<file path="config.mk">
export PLATFORM = sky130hd
export DESIGN_NAME = tdccfg_regs
export DESIGN_NICKNAME = d
export VERILOG_FILES = /design/src/shared/tdccfg_pkg.sv /design/src/design/tdccfg_regfile.sv /design/src/design/tdccfg_regs.sv
export SDC_FILE = /design/constraint.sdc
export NUM_CORES = 1
export LEC_CHECK = 0
export ABC_AREA = 1
export BUFFER_PORTS_ARGS = -buffer_cell sky130_fd_sc_hd__buf_4
export CORE_ASPECT_RATIO = 1.2
export CORE_MARGIN = 2
export CORE_UTILIZATION = 61
export CTS_CLUSTER_DIAMETER = 60
export DETAILED_ROUTE_END_ITERATION = 12
export GPL_TIMING_DRIVEN = 0
export HOLD_SLACK_MARGIN = 0.03
export PLACE_DENSITY = 0.87
export SLEW_MARGIN = 20
export SYNTH_ARGS = -nofsm -noshare
export SYNTH_HDL_FRONTEND = slang
export SYNTH_HIERARCHICAL = 1
export SYNTH_SLANG_ARGS = --single-unit
</file>
<file path="constraint.sdc">
create_clock -name core_clk_i -period 3 [get_ports core_clk_i]
set_clock_uncertainty 0.2 [all_clocks]
set_input_delay 0.3 -clock core_clk_i [delete_from_list [all_inputs] [get_ports core_clk_i]]
set_output_delay 0.3 -clock core_clk_i [all_outputs]
set_load 0.02 [all_outputs]
</file>
<file path="src/shared/tdccfg_pkg.sv">
// Package of offsets, field positions, reset values and timing for the configuration bank
package tdccfg_pkg;

    // Register geometry
    localparam int unsigned REG_W         = 16;
    localparam int unsigned ADDR_W        = 4;
    localparam int unsigned NUM_REGS      = 4;

    // Register indices; byte address is four times the index
    localparam logic [ADDR_W-1:0] IDX_HDR_TRL  = 4'h0;
    localparam logic [ADDR_W-1:0] IDX_MODE     = 4'h1;
    localparam logic [ADDR_W-1:0] IDX_CH12     = 4'h2;
    localparam logic [ADDR_W-1:0] IDX_CH34     = 4'h3;
    localparam logic [ADDR_W-1:0] IDX_STATUS   = 4'h4;

    // Reset value shared by every register
    localparam logic [REG_W-1:0] REG_RESET    = 16'h0000;

    // Register 0 fields
    localparam int unsigned HDR_EN_LSB    = 8;
    localparam int unsigned TRL_EN_LSB    = 0;
    localparam int unsigned NUM_CH        = 8;

    // Register 1 fields
    localparam int unsigned MODE_HIRES    = 15;
    localparam int unsigned MODE_HIT32    = 14;
    localparam int unsigned MODE_LETRA    = 13;
    localparam int unsigned CORE_ADJ_LSB  = 11;
    localparam int unsigned CORE_ADJ_W    = 2;
    localparam int unsigned MODE_RSV_HI   = 10;
    localparam int unsigned MODE_RSV_LO   = 9;
    localparam int unsigned TRIG_SPD_LSB  = 7;
    localparam int unsigned TRIG_SPD_W    = 2;
    localparam int unsigned MODE_XFER     = 6;
    localparam int unsigned MODE_STOP_OFF = 5;
    localparam int unsigned PROC_SPD_LSB  = 1;
    localparam int unsigned PROC_SPD_W    = 4;
    localparam int unsigned MODE_DAC_GO   = 0;

    // Channel pair fields (registers 2 and 3)
    localparam int unsigned PAIR_HI_FALL  = 15;
    localparam int unsigned PAIR_HI_RISE  = 14;
    localparam int unsigned PAIR_HI_ADJ   = 8;
    localparam int unsigned PAIR_LO_FALL  = 7;
    localparam int unsigned PAIR_LO_RISE  = 6;
    localparam int unsigned PAIR_LO_ADJ   = 0;
    localparam int unsigned ADJ_W         = 6;

    // Status register bits
    localparam int unsigned STAT_DAC_BUSY = 0;
    localparam int unsigned STAT_SAFE_ERR = 1;

    // DAC load pulse time and its cycle count at 250 MHz
    localparam int unsigned CLK_MHZ       = 250;
    localparam int unsigned DAC_PULSE_NS  = 40;
    localparam int unsigned DAC_PULSE_CYC = (DAC_PULSE_NS * CLK_MHZ + 999) / 1000;
    localparam int unsigned DAC_CNT_W     = 4;

    // Bus answer for unmapped reads
    localparam logic [31:0] UNMAPPED_RD   = 32'h0000_0000;

endpackage : tdccfg_pkg

</file>
<file path="src/design/tdccfg_regfile.sv">
// Small storage array holding the configuration words, registered read port
module tdccfg_regfile #(
    parameter int unsigned WIDTH = 16,
    parameter int unsigned DEPTH = 4,
    parameter int unsigned AW    = 2
) (
    // Clock and reset
    input  wire logic             core_clk_i,
    input  wire logic             rstn_i,
    input  wire logic             clk_en_i,
    // Write port
    input  wire logic             wr_en_i,
    input  wire logic [AW-1:0]    wr_addr_i,
    input  wire logic [WIDTH-1:0] wr_data_i,
    input  wire logic [WIDTH-1:0] wr_mask_i,
    // Read port
    input  wire logic [AW-1:0]    rd_addr_i,
    output logic      [WIDTH-1:0] rd_data_o,
    // Whole contents, for decode
    output logic      [WIDTH-1:0] words_o [DEPTH]
);

    typedef struct packed {
        logic [DEPTH-1:0][WIDTH-1:0] mem;
        logic [WIDTH-1:0]            rd;
    } tdccfg_rf_s;

    tdccfg_rf_s st_q;
    tdccfg_rf_s st_d;

    // Masked write; read data taken from the pre-write contents
    always_comb begin
        st_d    = st_q;
        st_d.rd = st_q.mem[rd_addr_i];
        if (wr_en_i) begin
            st_d.mem[wr_addr_i] = (st_q.mem[wr_addr_i] & ~wr_mask_i) | (wr_data_i & wr_mask_i);
        end
    end

    // All words clear to zero at reset
    always_ff @(posedge core_clk_i or negedge rstn_i) begin
        if (!rstn_i) begin
            st_q <= '0;
        end else if (clk_en_i) begin
            st_q <= st_d;
        end
    end

    assign rd_data_o = st_q.rd;

    // Expose each word for field decode
    for (genvar g = 0; g < DEPTH; g++) begin : g_words
        assign words_o[g] = st_q.mem[g];
    end

endmodule : tdccfg_regfile

</file>
<file path="src/design/tdccfg_regs.sv">
// Configuration register bank of the time-measurement chip, Avalon-MM slave
//
// What this block does
// - Register 0 high byte: header enables ch8..1
// - Register 0 low byte: trailer enables ch8..1
// - Register 1 bit 15 selects high resolution
// - Bit 14 hit mode, bit 13 edge-pair mode
// - Bits 12:11 two-bit core adjust field
// - Bits 10:9 stored, without any effect
// - Bits 8:7 trigger processing speed field
// - Bit 6 output-to-interface buffer transfer rate
// - Bit 5 disables all stop inputs
// - Bits 4:1 result processing speed field
// - Setting bit 0 starts DAC transfer unless one is still busy
// - Register 2 edge enables, channels 2 and 1
// - Register 2 bits 13:8 channel 2 delay
// - Register 2 bits 5:0 channel 1 delay
// - Register 3 mirrors layout for channels 4,3
//
// The Avalon-MM register port is this design's own decision.
module tdccfg_regs (
    // Clock, reset and enable
    input  wire logic        core_clk_i,
    input  wire logic        rstn_i,
    input  wire logic        clk_en_i,
    // Avalon-MM slave
    input  wire logic [3:0]  avs_address_i,
    input  wire logic        avs_read_i,
    input  wire logic        avs_write_i,
    input  wire logic [31:0] avs_writedata_i,
    input  wire logic [3:0]  avs_byteenable_i,
    output logic      [31:0] avs_readdata_o,
    output logic             avs_waitrequest_o,
    output logic      [1:0]  avs_response_o,
    // DAC loader handshake
    input  wire logic        dac_load_done_i,
    output logic             dac_load_start_o,
    // Per-channel output word enables
    output logic      [7:0]  header_en_o,
    output logic      [7:0]  trailer_en_o,
    // Operating mode
    output logic             high_res_o,
    output logic             hit32_mode_o,
    output logic             lead_trail_mode_o,
    output logic      [1:0]  core_adjust_o,
    output logic      [1:0]  trig_speed_o,
    output logic             xfer_rate_o,
    output logic      [3:0]  proc_speed_o,
    output logic             stop_inputs_off_o,
    // Channel edge enables and delays, channels 1..4
    output logic      [3:0]  fall_en_o,
    output logic      [3:0]  rise_en_o,
    output logic      [23:0] delay_adj_o
);

    localparam int unsigned W = tdccfg_pkg::REG_W;
    localparam int unsigned N = tdccfg_pkg::NUM_REGS;

    // Bus phase: idle, one cycle for the registered read port to settle, then done
    typedef enum logic [1:0] {
        TDCCFG_IDLE = 2'b00,
        TDCCFG_WAIT = 2'b01,
        TDCCFG_DONE = 2'b10
    } tdccfg_phase_e;

    typedef struct packed {
        tdccfg_phase_e                          phase;
        logic                                   busy;
        logic [tdccfg_pkg::DAC_CNT_W-1:0]       dac_cnt;
        logic                                   dac_go;
        logic                                   dac_busy;
        logic [31:0]                            rdata;
        logic                                   wait_n;
        logic [1:0]                             resp;
        logic [7:0]                             hdr;
        logic [7:0]                             trl;
        logic                                   hires;
        logic                                   hit32;
        logic                                   letra;
        logic [1:0]                             core;
        logic [1:0]                             trig;
        logic                                   xfer;
        logic [3:0]                             proc;
        logic                                   stop_off;
        logic [3:0]                             fall;
        logic [3:0]                             rise;
        logic [23:0]                            dly;
    } tdccfg_st_s;

    tdccfg_st_s st_q;
    tdccfg_st_s st_d;

    logic [W-1:0] words [N];
    logic [W-1:0] rf_rdata;
    logic         mapped;
    logic         is_status;
    logic         wr_fire;
    logic [W-1:0] wr_mask;
    logic [W-1:0] status_word;

    // Indices 0..3 are storage, 4 is the read-only status word
    assign mapped    = (avs_address_i <= tdccfg_pkg::IDX_STATUS);
    assign is_status = (avs_address_i == tdccfg_pkg::IDX_STATUS);

    // Writes land on the first cycle of a mapped storage access
    assign wr_fire = avs_write_i && (st_q.phase == TDCCFG_IDLE) && mapped && !is_status;

    // Low two byte lanes cover the sixteen stored bits; upper lanes ignored
    assign wr_mask = {{8{avs_byteenable_i[1]}}, {8{avs_byteenable_i[0]}}};

    // Status shows the block's own state
    assign status_word = W'({st_q.dac_busy, 1'b0} >> 1)
        | (W'(st_q.dac_busy) << tdccfg_pkg::STAT_DAC_BUSY)
        | (W'(|{st_q.core, st_q.trig, st_q.xfer, st_q.proc}) << tdccfg_pkg::STAT_SAFE_ERR);

    // Storage; every word resets to zero and reads back as written
    tdccfg_regfile #(
        .WIDTH (W),
        .DEPTH (N),
        .AW    (2)
    ) u_rf (
        .core_clk_i (core_clk_i),
        .rstn_i     (rstn_i),
        .clk_en_i   (clk_en_i),
        .wr_en_i    (wr_fire),
        .wr_addr_i  (avs_address_i[1:0]),
        .wr_data_i  (avs_writedata_i[W-1:0]),
        .wr_mask_i  (wr_mask),
        .rd_addr_i  (avs_address_i[1:0]),
        .rd_data_o  (rf_rdata),
        .words_o    (words)
    );

    // Bus sequencing, field decode and DAC start pulse
    always_comb begin
        st_d        = st_q;
        st_d.wait_n = 1'b0;

        unique case (st_q.phase)
            TDCCFG_IDLE: begin
                if (avs_read_i || avs_write_i) begin
                    st_d.phase = TDCCFG_WAIT;
                end
            end
            TDCCFG_WAIT: begin
                // Read data is registered here; waitrequest drops next cycle
                st_d.phase  = TDCCFG_DONE;
                st_d.wait_n = 1'b1;
                st_d.resp   = mapped ? 2'b00 : 2'b11;
                if (!mapped) begin
                    st_d.rdata = tdccfg_pkg::UNMAPPED_RD;
                end else if (is_status) begin
                    st_d.rdata = {16'h0000, status_word};
                end else begin
                    st_d.rdata = {16'h0000, rf_rdata};
                end
            end
            TDCCFG_DONE: begin
                // Master releases on this edge; return to idle
                st_d.phase = TDCCFG_IDLE;
                st_d.resp  = 2'b00;
            end
            default: begin
                st_d.phase = TDCCFG_IDLE;
            end
        endcase

        // Register 0 decode, channel n at bit offset n-1
        st_d.hdr = words[0][tdccfg_pkg::HDR_EN_LSB +: tdccfg_pkg::NUM_CH];
        st_d.trl = words[0][tdccfg_pkg::TRL_EN_LSB +: tdccfg_pkg::NUM_CH];

        // Register 1 decode
        st_d.hires    = words[1][tdccfg_pkg::MODE_HIRES];
        st_d.hit32    = words[1][tdccfg_pkg::MODE_HIT32];
        st_d.letra    = words[1][tdccfg_pkg::MODE_LETRA];
        st_d.core     = words[1][tdccfg_pkg::CORE_ADJ_LSB +: tdccfg_pkg::CORE_ADJ_W];
        // Bits 10:9 are only stored; nothing decodes them
        st_d.trig     = words[1][tdccfg_pkg::TRIG_SPD_LSB +: tdccfg_pkg::TRIG_SPD_W];
        st_d.xfer     = words[1][tdccfg_pkg::MODE_XFER];
        st_d.stop_off = words[1][tdccfg_pkg::MODE_STOP_OFF];
        st_d.proc     = words[1][tdccfg_pkg::PROC_SPD_LSB +: tdccfg_pkg::PROC_SPD_W];

        // Channel pair decode: reg 2 holds ch2/ch1, reg 3 holds ch4/ch3
        for (int p = 0; p < 2; p++) begin
            st_d.fall[2*p]   = words[2+p][tdccfg_pkg::PAIR_LO_FALL];
            st_d.rise[2*p]   = words[2+p][tdccfg_pkg::PAIR_LO_RISE];
            st_d.fall[2*p+1] = words[2+p][tdccfg_pkg::PAIR_HI_FALL];
            st_d.rise[2*p+1] = words[2+p][tdccfg_pkg::PAIR_HI_RISE];
            st_d.dly[12*p +: 6]     = words[2+p][tdccfg_pkg::PAIR_LO_ADJ +: tdccfg_pkg::ADJ_W];
            st_d.dly[12*p+6 +: 6]   = words[2+p][tdccfg_pkg::PAIR_HI_ADJ +: tdccfg_pkg::ADJ_W];
        end

        // DAC start: a mode write with bit 0 set launches one transfer unless dac_busy is set
        st_d.dac_go = 1'b0;
        if (wr_fire && (avs_address_i == tdccfg_pkg::IDX_MODE) && avs_byteenable_i[0]
            && avs_writedata_i[tdccfg_pkg::MODE_DAC_GO] && !st_q.dac_busy) begin
            st_d.dac_busy = 1'b1;
            st_d.dac_cnt  = tdccfg_pkg::DAC_CNT_W'(tdccfg_pkg::DAC_PULSE_CYC);
        end
        if (st_q.dac_cnt != '0) begin
            st_d.dac_go  = 1'b1;
            st_d.dac_cnt = st_q.dac_cnt - 1'b1;
        end
        // Busy holds until the loader reports done, at least past the pulse
        if (st_q.dac_busy && (st_q.dac_cnt == '0) && !st_q.dac_go && dac_load_done_i) begin
            st_d.dac_busy = 1'b0;
        end
    end

    // Single state register; freezes while the clock enable is low
    always_ff @(posedge core_clk_i or negedge rstn_i) begin
        if (!rstn_i) begin
            st_q       <= '0;
            st_q.phase <= TDCCFG_IDLE;
        end else if (clk_en_i) begin
            st_q <= st_d;
        end
    end

    // Outputs straight from the state register
    assign avs_readdata_o    = st_q.rdata;
    assign avs_waitrequest_o = !st_q.wait_n;
    assign avs_response_o    = st_q.resp;
    assign dac_load_start_o  = st_q.dac_go;
    assign header_en_o       = st_q.hdr;
    assign trailer_en_o      = st_q.trl;
    assign high_res_o        = st_q.hires;
    assign hit32_mode_o      = st_q.hit32;
    assign lead_trail_mode_o = st_q.letra;
    assign core_adjust_o     = st_q.core;
    assign trig_speed_o      = st_q.trig;
    assign xfer_rate_o       = st_q.xfer;
    assign proc_speed_o      = st_q.proc;
    assign stop_inputs_off_o = st_q.stop_off;
    assign fall_en_o         = st_q.fall;
    assign rise_en_o         = st_q.rise;
    assign delay_adj_o       = st_q.dly;

endmodule : tdccfg_regs

</file>
# == Word level (Yosys, flattened, before mapping) ==
# Index checks and enable logic that the tools add are counted.
# totals
reg_bits,168
inputBits,46
# op_classes
mux,16
reduce_logical,29
magnitude_cmp,3
n_bitwise,6
n_eq_ne,5
n_addsub,1
# op_table
operator,count
bitwise mux 64 bit,1
two-way mux 16 bit,4
bitwise AND 16 bit,2
binary-select mux 16 bit (select 2 bit),1
demux 16 bit (select 2 bit),1
NOT 16 bit,1
bitwise OR 16 bit,1
AND reduction 2 bit,6
logical AND 1 bit,11
OR reduction 9 bit,1
case mux 2 bit (2 select lines),2
nonzero test 2 bit,3
two-way mux 5 bit,1
equality test 4 x 1 -> 1 bit (second input constant),1
equality test 4 x 3 -> 1 bit (second input constant),1
less-or-equal comparator 4 x 3 -> 1 bit (second input constant),1
logical NOT 1 bit,4
logical NOT 4 bit,1
two-way mux 2 bit,2
two-way mux 4 bit,1
nonzero test 4 bit,1
subtractor 4 x 1 -> 4 bit (second input constant),1
less-than comparator 2 x 3 -> 1 bit (second input constant),1
two-way mux 1 bit,3
8 further kinds,8

# == Depth between registers and ports, before layout ==
# Gate-level depths: netlist of run 1.
# logic_depth
ltp_word,10
depth_mapped,10

# == Hierarchy ==
# Netlist of run 1, hierarchy kept.
# modules_own_cells
mod,area_per_inst_um2,cells_per_inst,instances
tdccfg_regfile,4458.0,652,1
tdccfg_regs,4291.6,511,1

# == Least setup slack after synthesis of run 1 ==
# No wires, ideal clock.
# synth_path
kind,register to register
start,register st_q[103] (netlist name)
end,register u_rf.st_q (netlist bit u_rf/words_o[61])
required_time_ns,2.683
slack_ns,1.011
arrival_ns,1.672
stages_incl_launch_ff,11
synth_period_minus_slack_ns,1.989
n_path_buf,1
path_cell_list,dfrtp_1 -> inv_1 -> ha_1 -> nand2_1 -> and2b_4 -> nand2_2 -> nor3_4 -> inv_2 -> buf_2 -> nand2_1 -> nand2_1
# synth_via
elab_chain_len,5
# synth_lines
element,line_no,source
"start, declared",tdccfg_regs.sv:90,tdccfg_st_s st_q;
"start signal, assigned",tdccfg_regs.sv:216,st_q <= st_d;
logical NOT 2 bit,tdccfg_regs.sv:106,assign wr_fire = avs_write_i && (st_q.phase == TDCCFG_IDLE) && mapped && !is_status;
logical AND 1 bit (3 in a row),tdccfg_regs.sv:106,
via wr_fire,tdccfg_regs.sv:97,logic wr_fire;
AND reduction 2 bit (no line),-,
"end signal, assigned",tdccfg_regfile.sv:45,st_q <= st_d;
"end, declared",tdccfg_regfile.sv:28,tdccfg_rf_s st_q;
# The timed path passes the listed nets, and every way through them passes these cells.
# A chain may end at the register's enable or synchronous reset.

# == Worst setup path after layout of run 1 ==
# layout_path
start,register st_q[103] (netlist name)
end,register u_rf.st_q (netlist bit u_rf/words_o[24])
# Same word-level chain as after synthesis.

==> key figures, run 1 <==
Route
  – Vias per inst: roughly 5.5
  – Wirelength per Cell: 16.6 um
  – Routed wire length: 24.9 mm
  – Antenna viol nets, final: 0
  – Residual DRC: 0
  – TritonRoute pass-1 iters: 6
  – Routed vias: 8,165
  – 1st-iter DRT viols: just under 900

Pwr
  – Worst VDD drop: ~0.47 mV
  – Power Density: ~800 mW/mm2
  – P_leak: a little over 6 nW

Worst setup path
  – R2R depth: 10
  – Data required, critical path: 3.12 ns
  – CP Launch Type: register
  – CP max FO: 10
  – Worst Path Arrival: 2.61 ns
  – CP startpoint: st_q[103]$_DFFE_PN0P_
  – Reg-to-reg startpoint: st_q[103]$_DFFE_PN0P_
  – FF-to-FF End: u_rf/words_o[24]$_DFFE_PN0P_
  – Worst reg2reg setup slack: 0.51 ns
  – CP Capture Type: register
  – Critical path class: register to register

STA
  – Post-route minimum period: approximately 2.5 ns
  – Setup violators final: 0
  – Final hold vios: 0
  – Max-slew violation count: 0
  – Fin Hold WS: between 0.03 and 0.04 ns
  – Setup TNS: 0 ns
  – Final period util: approximately 83%
  – RSZ-0062 raised after global routing: false
  – FMAX: 401 MHz
  – Slew headroom: a little over half
  – Worst slew pin tran: about 0.70 ns

Floorplanning
  – Core area: between 0.01 and 0.015 mm2
  – Die W: 113 um
  – Die area: about 0.015 mm2
  – Floorplan die height: about 140 um
  – Initial Util: 62.8%
  – Rows: 47
  – # IOs: 143

Job
  – Maxcap violations: 0

Synth
  – Largest area contributor in the netlist: dfrtp_1
  – Synth Area in Simple Gates: approximately 34%
  – Syn. warnings: 6
  – Syn Inst Count: 1,163
  – Compound-Gate Fraction of Synth Area: ~3.6%
  – Synth top area cells: dfrtp_1 48%, nand2_1 22%, buf_4 8.8%
  – Synthesized area per cell: approximately 7.5 um2
  – Mapped Area: between 0.008 and 0.009 mm2
  – Yosys top cell area share: a little under half
  – Seq/Total Area, Yosys: 47.8%
  – Xor/xnor share of the synthesized area: 0%
  – Combinational family with the most area after synthesis: simple AND/OR/NAND/NOR gates
  – Multiplexer area fraction after synthesis: 0%
  – Distinct cells, synth: 28
  – Yosys reg bits: between 150 and 200
  – Adder-Cell Fraction of Synth Area: 0.715%

Global routing
  – Largest net degree at the start of global routing: about 100
  – First-pass GRT wire length: roughly 39 mm
  – Overall Global Routing Usage: 33.3%
  – Number of global-route vias before repair: roughly 7,800
  – GRT Residual Overflow: 0
  – Initial antenna violation count: 1

Layout
  – Area Overhead vs Synth: 20.8%
  – Nets: ~1,400
  – Share of cells above drive strength 1: 22.8%
  – Fillers: roughly 1,000
  – Final core utilization: about three quarters
  – Diodes inserted: 0

Clocking
  – Clock Latency Late Sink: between 0.4 and 0.5 ns
  – Max Root-Sink Buffers: 2
  – Clk slew on worst S/H paths: 0.07 ns
  – CTS root buf: clkbuf_16
  – CTS Hold Buffers Added: 6
  – Clk sinks: around 170
  – H-tree Lvls: 4
  – Clock buffer count from CTS: 17
  – Postcts setup bufs: 0
  – CTS tree: done
  – PostCTS Resize Cnt: 0

Placement
  – Post-detail-place hpwl: about 18 mm
  – IO buf count: about 110
  – Final Wtd Congestion: 0.948

Hold path
  – Endpoint of the worst hold path: u_rf/words_o[49]$_DFFE_PN0P_
  – Hold-critical path depth: 4
  – Hold WC Path Type: input port to register
  – Worst hold path startpoint: avs_writedata_i[1]

Status
  – Status: completed
## sequential cells by signal (all words and copies together) (netlist names), 2 cells and up
name,flops
u_rf/words_o,64
core_adjust_o,2
fall_en_o,4
u_rf/rd_data_o,16
trig_speed_o,2
st_q,8
trailer_en_o,8
rise_en_o,4
avs_readdata_o,16
header_en_o,8
delay_adj_o,24
proc_speed_o,4
## power breakdown
part | internal (mW) | total [mW] | switching [mW]
Sequential | 2.83 | 3.40 | 0.570
Combinational | 1.17 | 2.61 | 1.44
Clock | 1.49 | 2.39 | 0.900
Total | 5.50 | 8.41 | 2.91
## how the worst max path moves through the flow
stage | slack (ns) | to
global placement | 0.55 | delay_adj_o[22]$_DFFE_PN0P_
floorplan | 1.01 | u_rf/words_o[61]$_DFFE_PN0P_
detailed placement | 0.55 | u_rf/words_o[53]$_DFFE_PN0P_
CTS | 0.54 | u_rf/words_o[57]$_DFFE_PN0P_
finish | 0.51 | u_rf/words_o[24]$_DFFE_PN0P_
global route | 0.38 | u_rf/words_o[60]$_DFFE_PN0P_
## layer usage
layer	up-vias	wire length [um]	share of wire (%)	track usage, %
li1	3796	-	-	-
met1	3805	9490	38	42.7
met2	476	12000	48	55.9
met3	86	2270	9.1	5.23
met4	2	1060	4.3	15.7
met5	-	13	0.052	0
## area by class of cell
class,instances,area (um2),share of cell area (%)
buffer,138,948,8.97
clock buffer,19,443,4.19
clock inverter,12,201,1.91
inverter,63,241,2.28
multi-input combinational,810,3440,32.5
sequential,167,4180,39.5
tap,171,214,2.02
timing repair buffer,115,906,8.57
## critical path: stages, from the launching register on
cell	delay, ns
dfrtp_1	0.39
inv_1	0.12
ha_1	0.18
nand2_1	0.06
and2b_4	0.26
nand2_2	0.16
nor3_4	0.44
inv_2	0.16
buf_2	0.25
nand2_1	0.10
nand2_1	0.06
## metrics by stage
stage                     setup slack [ns]  cells  instance area (um2)  power (mW)
after floorplan                       1.01   1178                 8810        4.99
after global placement               0.550   1457                 9830        5.85
after detailed placement             0.551   1458                 9870        5.97
after CTS                            0.538   1495                10600        8.38
after global routing                 0.380   1495                10600        8.82
final                                0.505   1495                10600        8.41
## cells in the mapped netlist
cell      instances
nand3_4           1
and2b_4           1
nor2_1           75
nand3_1         103
inv_2             7
o21bai_1          1
a21oi_1           1
buf_2            20
nand2_2           2
nand4_1           1
or2_2            16
inv_4             2
nand2_4           1
o21ai_0          56
buf_4           102
nor2_2            3
ha_1              5
a22o_1            1
buf_1             1
nor3_4            4
o21ai_1           3
nor2_4            1
nand2_1         519
buf_6             3
dfrtp_1         167
inv_1            54
clkbuf_1         12
conb_1            1
## kinds of logic after synthesis
group           count (synthesis)
other cells                     1
simple gates                  727
fa+ha+maj                       5
buf+inv                       201
compound gates                 62
flops                         167
## layout by cell type, fill, tap and decap left out, types with 3 or more instances in the layout
master / instances
buf_2: 20
buf_4: 209
buf_6: 3
bufinv_16: 5
clkbuf_1: 13
clkbuf_16: 17
clkinv_4: 3
conb_1: 16
dfrtp_1: 167
dlygate4sd3_1: 6
ha_1: 5
inv_1: 54
inv_2: 7
nand2_1: 519
nand3_1: 103
nor2_1: 75
nor2_2: 3
nor3_4: 4
o21ai_0: 56
o21ai_1: 3
or2_2: 16
Power figures use the tool's default switching activity.
==> run 2: changes to the inputs <==
--- a/config.mk
+++ b/config.mk
@@ -9,12 +9,12 @@
 export BUFFER_PORTS_ARGS = -buffer_cell sky130_fd_sc_hd__buf_4
 export CORE_ASPECT_RATIO = 1.2
 export CORE_MARGIN = 2
-export CORE_UTILIZATION = 61
+export CORE_UTILIZATION = 52
 export CTS_CLUSTER_DIAMETER = 60
 export DETAILED_ROUTE_END_ITERATION = 12
 export GPL_TIMING_DRIVEN = 0
 export HOLD_SLACK_MARGIN = 0.03
-export PLACE_DENSITY = 0.87
+export PLACE_DENSITY = 0.79
 export SLEW_MARGIN = 20
 export SYNTH_ARGS = -nofsm -noshare
 export SYNTH_HDL_FRONTEND = slang
==> constraint.sdc (replaced) <==
create_clock -name core_clk_i -period 2 [get_ports core_clk_i]
set_clock_uncertainty 0.2 [all_clocks]
set_input_delay 0.2 -clock core_clk_i [delete_from_list [all_inputs] [get_ports core_clk_i]]
set_output_delay 0.2 -clock core_clk_i [all_outputs]
set_load 0.02 [all_outputs]
==> key figures, run 2 (synthesis gave the netlist of run 1 again) <==
Status
  – Status: completed

STA
  – Final worst slack: between 0.0003 and 0.0004 ns
  – Worst slew pin tran: approximately 0.64 ns
  – Max-slew violation count: 0
  – Final period util: about 100%
  – Setup violators final: 0
  – Final hold vios: 0
  – Slew headroom: 57.4%
  – Setup TNS: 0 ns
  – Post-route minimum period: ~2 ns
  – RSZ-0062 raised after global routing: true
  – FMAX: about 500 MHz

Pwr
  – Design Power: around 13 mW
  – P_leak: approximately 6.4 nW
  – Power Density: about 1100 mW/mm2
  – Worst VDD drop: approximately 0.60 mV

Route
  – Max Used Layer: met4
  – Wl on met1: around 10 mm
  – 1st-iter DRT viols: a little under 900
  – Residual DRC: 0
  – Antenna viol nets, final: 0
  – Routed vias: 8,237
  – TritonRoute pass-1 iters: 7
  – Met2 wire len: ~12 mm
  – Wirelength per Cell: between 15 and 20 um
  – Routed wire length: around 25 mm
  – DR WL met3: 1.98 mm
  – Vias per inst: about 5.2

Placement
  – Place WS: -0.460 ns
  – IO buf count: about 110
  – Post-detail-place hpwl: between 15 and 20 mm
  – Post-DP Area: just under 0.01 mm2
  – Final Wtd Congestion: ~0.92

Layout
  – Fillers: 1,346
  – Diodes inserted: 0
  – Most frequent cells in the layout: 496 x nand2_1, 223 x buf_4, 167 x dfrtp_1
  – Share of cells above drive strength 1: a little over a quarter
  – Nets: roughly 1,400
  – Post-route cell area: 0.0113 mm2
  – Area Overhead vs Synth: 29.3%
  – Final core utilization: between 60 and 70%
  – Commonest non-fill, non-tap cell in the layout: nand2_1
  – Max reg flops: between 60 and 70

Floorplanning
  – Die W: 122 um
  – Die area: 0.0179 mm2
  – Floorplan die height: between 100 and 150 um
  – # IOs: ~140
  – Core area: approximately 0.016 mm2
  – Rows: ~50
  – Initial Util: around 54%

Global routing
  – Largest net degree at the start of global routing: 87
  – Initial antenna violation count: 0
  – Overall Global Routing Usage: 28.6%
  – GRT Residual Overflow: 0
  – Number of global-route vias before repair: around 7,700
  – First-pass GRT wire length: just under 40 mm

Worst setup path
  – CP Launch Type: register
  – CP max-delay cell: dfrtp_1
  – Critical path class: register to register
  – Worst path buffer plus inverter count: 4
  – CP Capture Type: register
  – Most frequent CP cell: nand2_1
  – Worst Path Arrival: around 2.1 ns
  – CP max FO: 5
  – Crit path max-delay family: simple AND/OR/NAND/NOR gates
  – Max incr delay on CP: ~0.39 ns
  – Sequence of cells on the critical path: inv_2 > ha_4 > nand2_1 > and2b_4 > nand2_8 > nor3_4 > buf_6 > inv_8 > clkbuf_16 > nand2_1 > nand2_1
  – Data required, critical path: approximately 2.1 ns

Clocking
  – CTS root buf: clkbuf_16
  – Clk sinks: about 170
  – Max Root-Sink Buffers: 2
  – CTS tree: done
  – Clk slew on worst S/H paths: roughly 0.07 ns
  – H-tree Lvls: 4
  – Clock buffer count from CTS: 17
  – Clock Latency Late Sink: approximately 0.43 ns

Job
  – Maxcap violations: 0

Hold path
  – Hold WC Path Type: input port to register
## run 2: worst register-to-register path: stages, from the launching register on
cell	delay (ns)
dfrtp_1	0.39
inv_2	0.09
ha_4	0.14
nand2_1	0.04
and2b_4	0.28
nand2_8	0.09
nor3_4	0.20
buf_6	0.16
inv_8	0.05
clkbuf_16	0.15
nand2_1	0.06
nand2_1	0.05
## run 2: report_power, final
part | switching (mW) | internal, mW | total [mW]
Clock | 1.36 | 2.16 | 3.52
Combinational | 2.18 | 1.88 | 4.06
Sequential | 0.868 | 4.25 | 5.12
## run 2: per-layer routing
| metal | vias up | GRT usage (%) |
|---|---|---|
| li1 | 3894 | - |
| met4 | 0 | 14.3 |
| met5 | - | 0 |
| met3 | 121 | 5.20 |
| met2 | 448 | 46.1 |
| met1 | 3774 | 37.0 |
## run 2: worst paths after layout
check                                                 from                            end  slack [ns]  cells past startpoint
max in group asynchronous                           rstn_i  avs_readdata_o[6]$_DFFE_PN0P_        0.65                      3
worst min-delay path                      avs_address_i[1]           st_q[96]$_DFFE_PN0P_        0.06                      6
worst min register to register  header_en_o[3]$_DFFE_PN0P_     header_en_o[3]$_DFFE_PN0P_        0.27                      2
worst max register to register       st_q[103]$_DFFE_PN0P_   u_rf/words_o[29]$_DFFE_PN0P_      0.0004                     11
min in group asynchronous                           rstn_i     delay_adj_o[2]$_DFFE_PN0P_        0.15                      2
worst max-delay path                 st_q[103]$_DFFE_PN0P_   u_rf/words_o[29]$_DFFE_PN0P_      0.0004                     11
## run 2: repair_timing
| item | 4_1_cts | 5_1_grt |
|---|---|---|
| setup buffers | 23 | 2 |
| hold endpoints to repair | 157 | 0 |
| endpoints found under the setup margin | 64 | 65 |
| pin swaps | 6 | 26 |
| gates cloned | 1 | 2 |
| hold buffers | 25 | 0 |
| resized for setup | 24 | 48 |
## run 2: layout make-up
type                            instances  area (um2)  area share [%]
Buffer                                138        1010            8.91
Clock buffer                           22         464            4.10
Clock inverter                         10         169            1.49
Inverter                               63         249            2.20
Multi-Input combinational cell        810        3590            31.7
Sequential cell                       167        4180            37.0
Tap cell                              212         265            2.35
Timing Repair Buffer                  162        1390            12.3
## run 2: stage by stage
step	cells	hold WS [ns]
after detailed placement	1499	0.0263
after floorplan	1178	-0.296
after CTS	1580	0.0395
after global placement	1498	0.254
after global routing	1584	0.0580
final	1584	0.0569
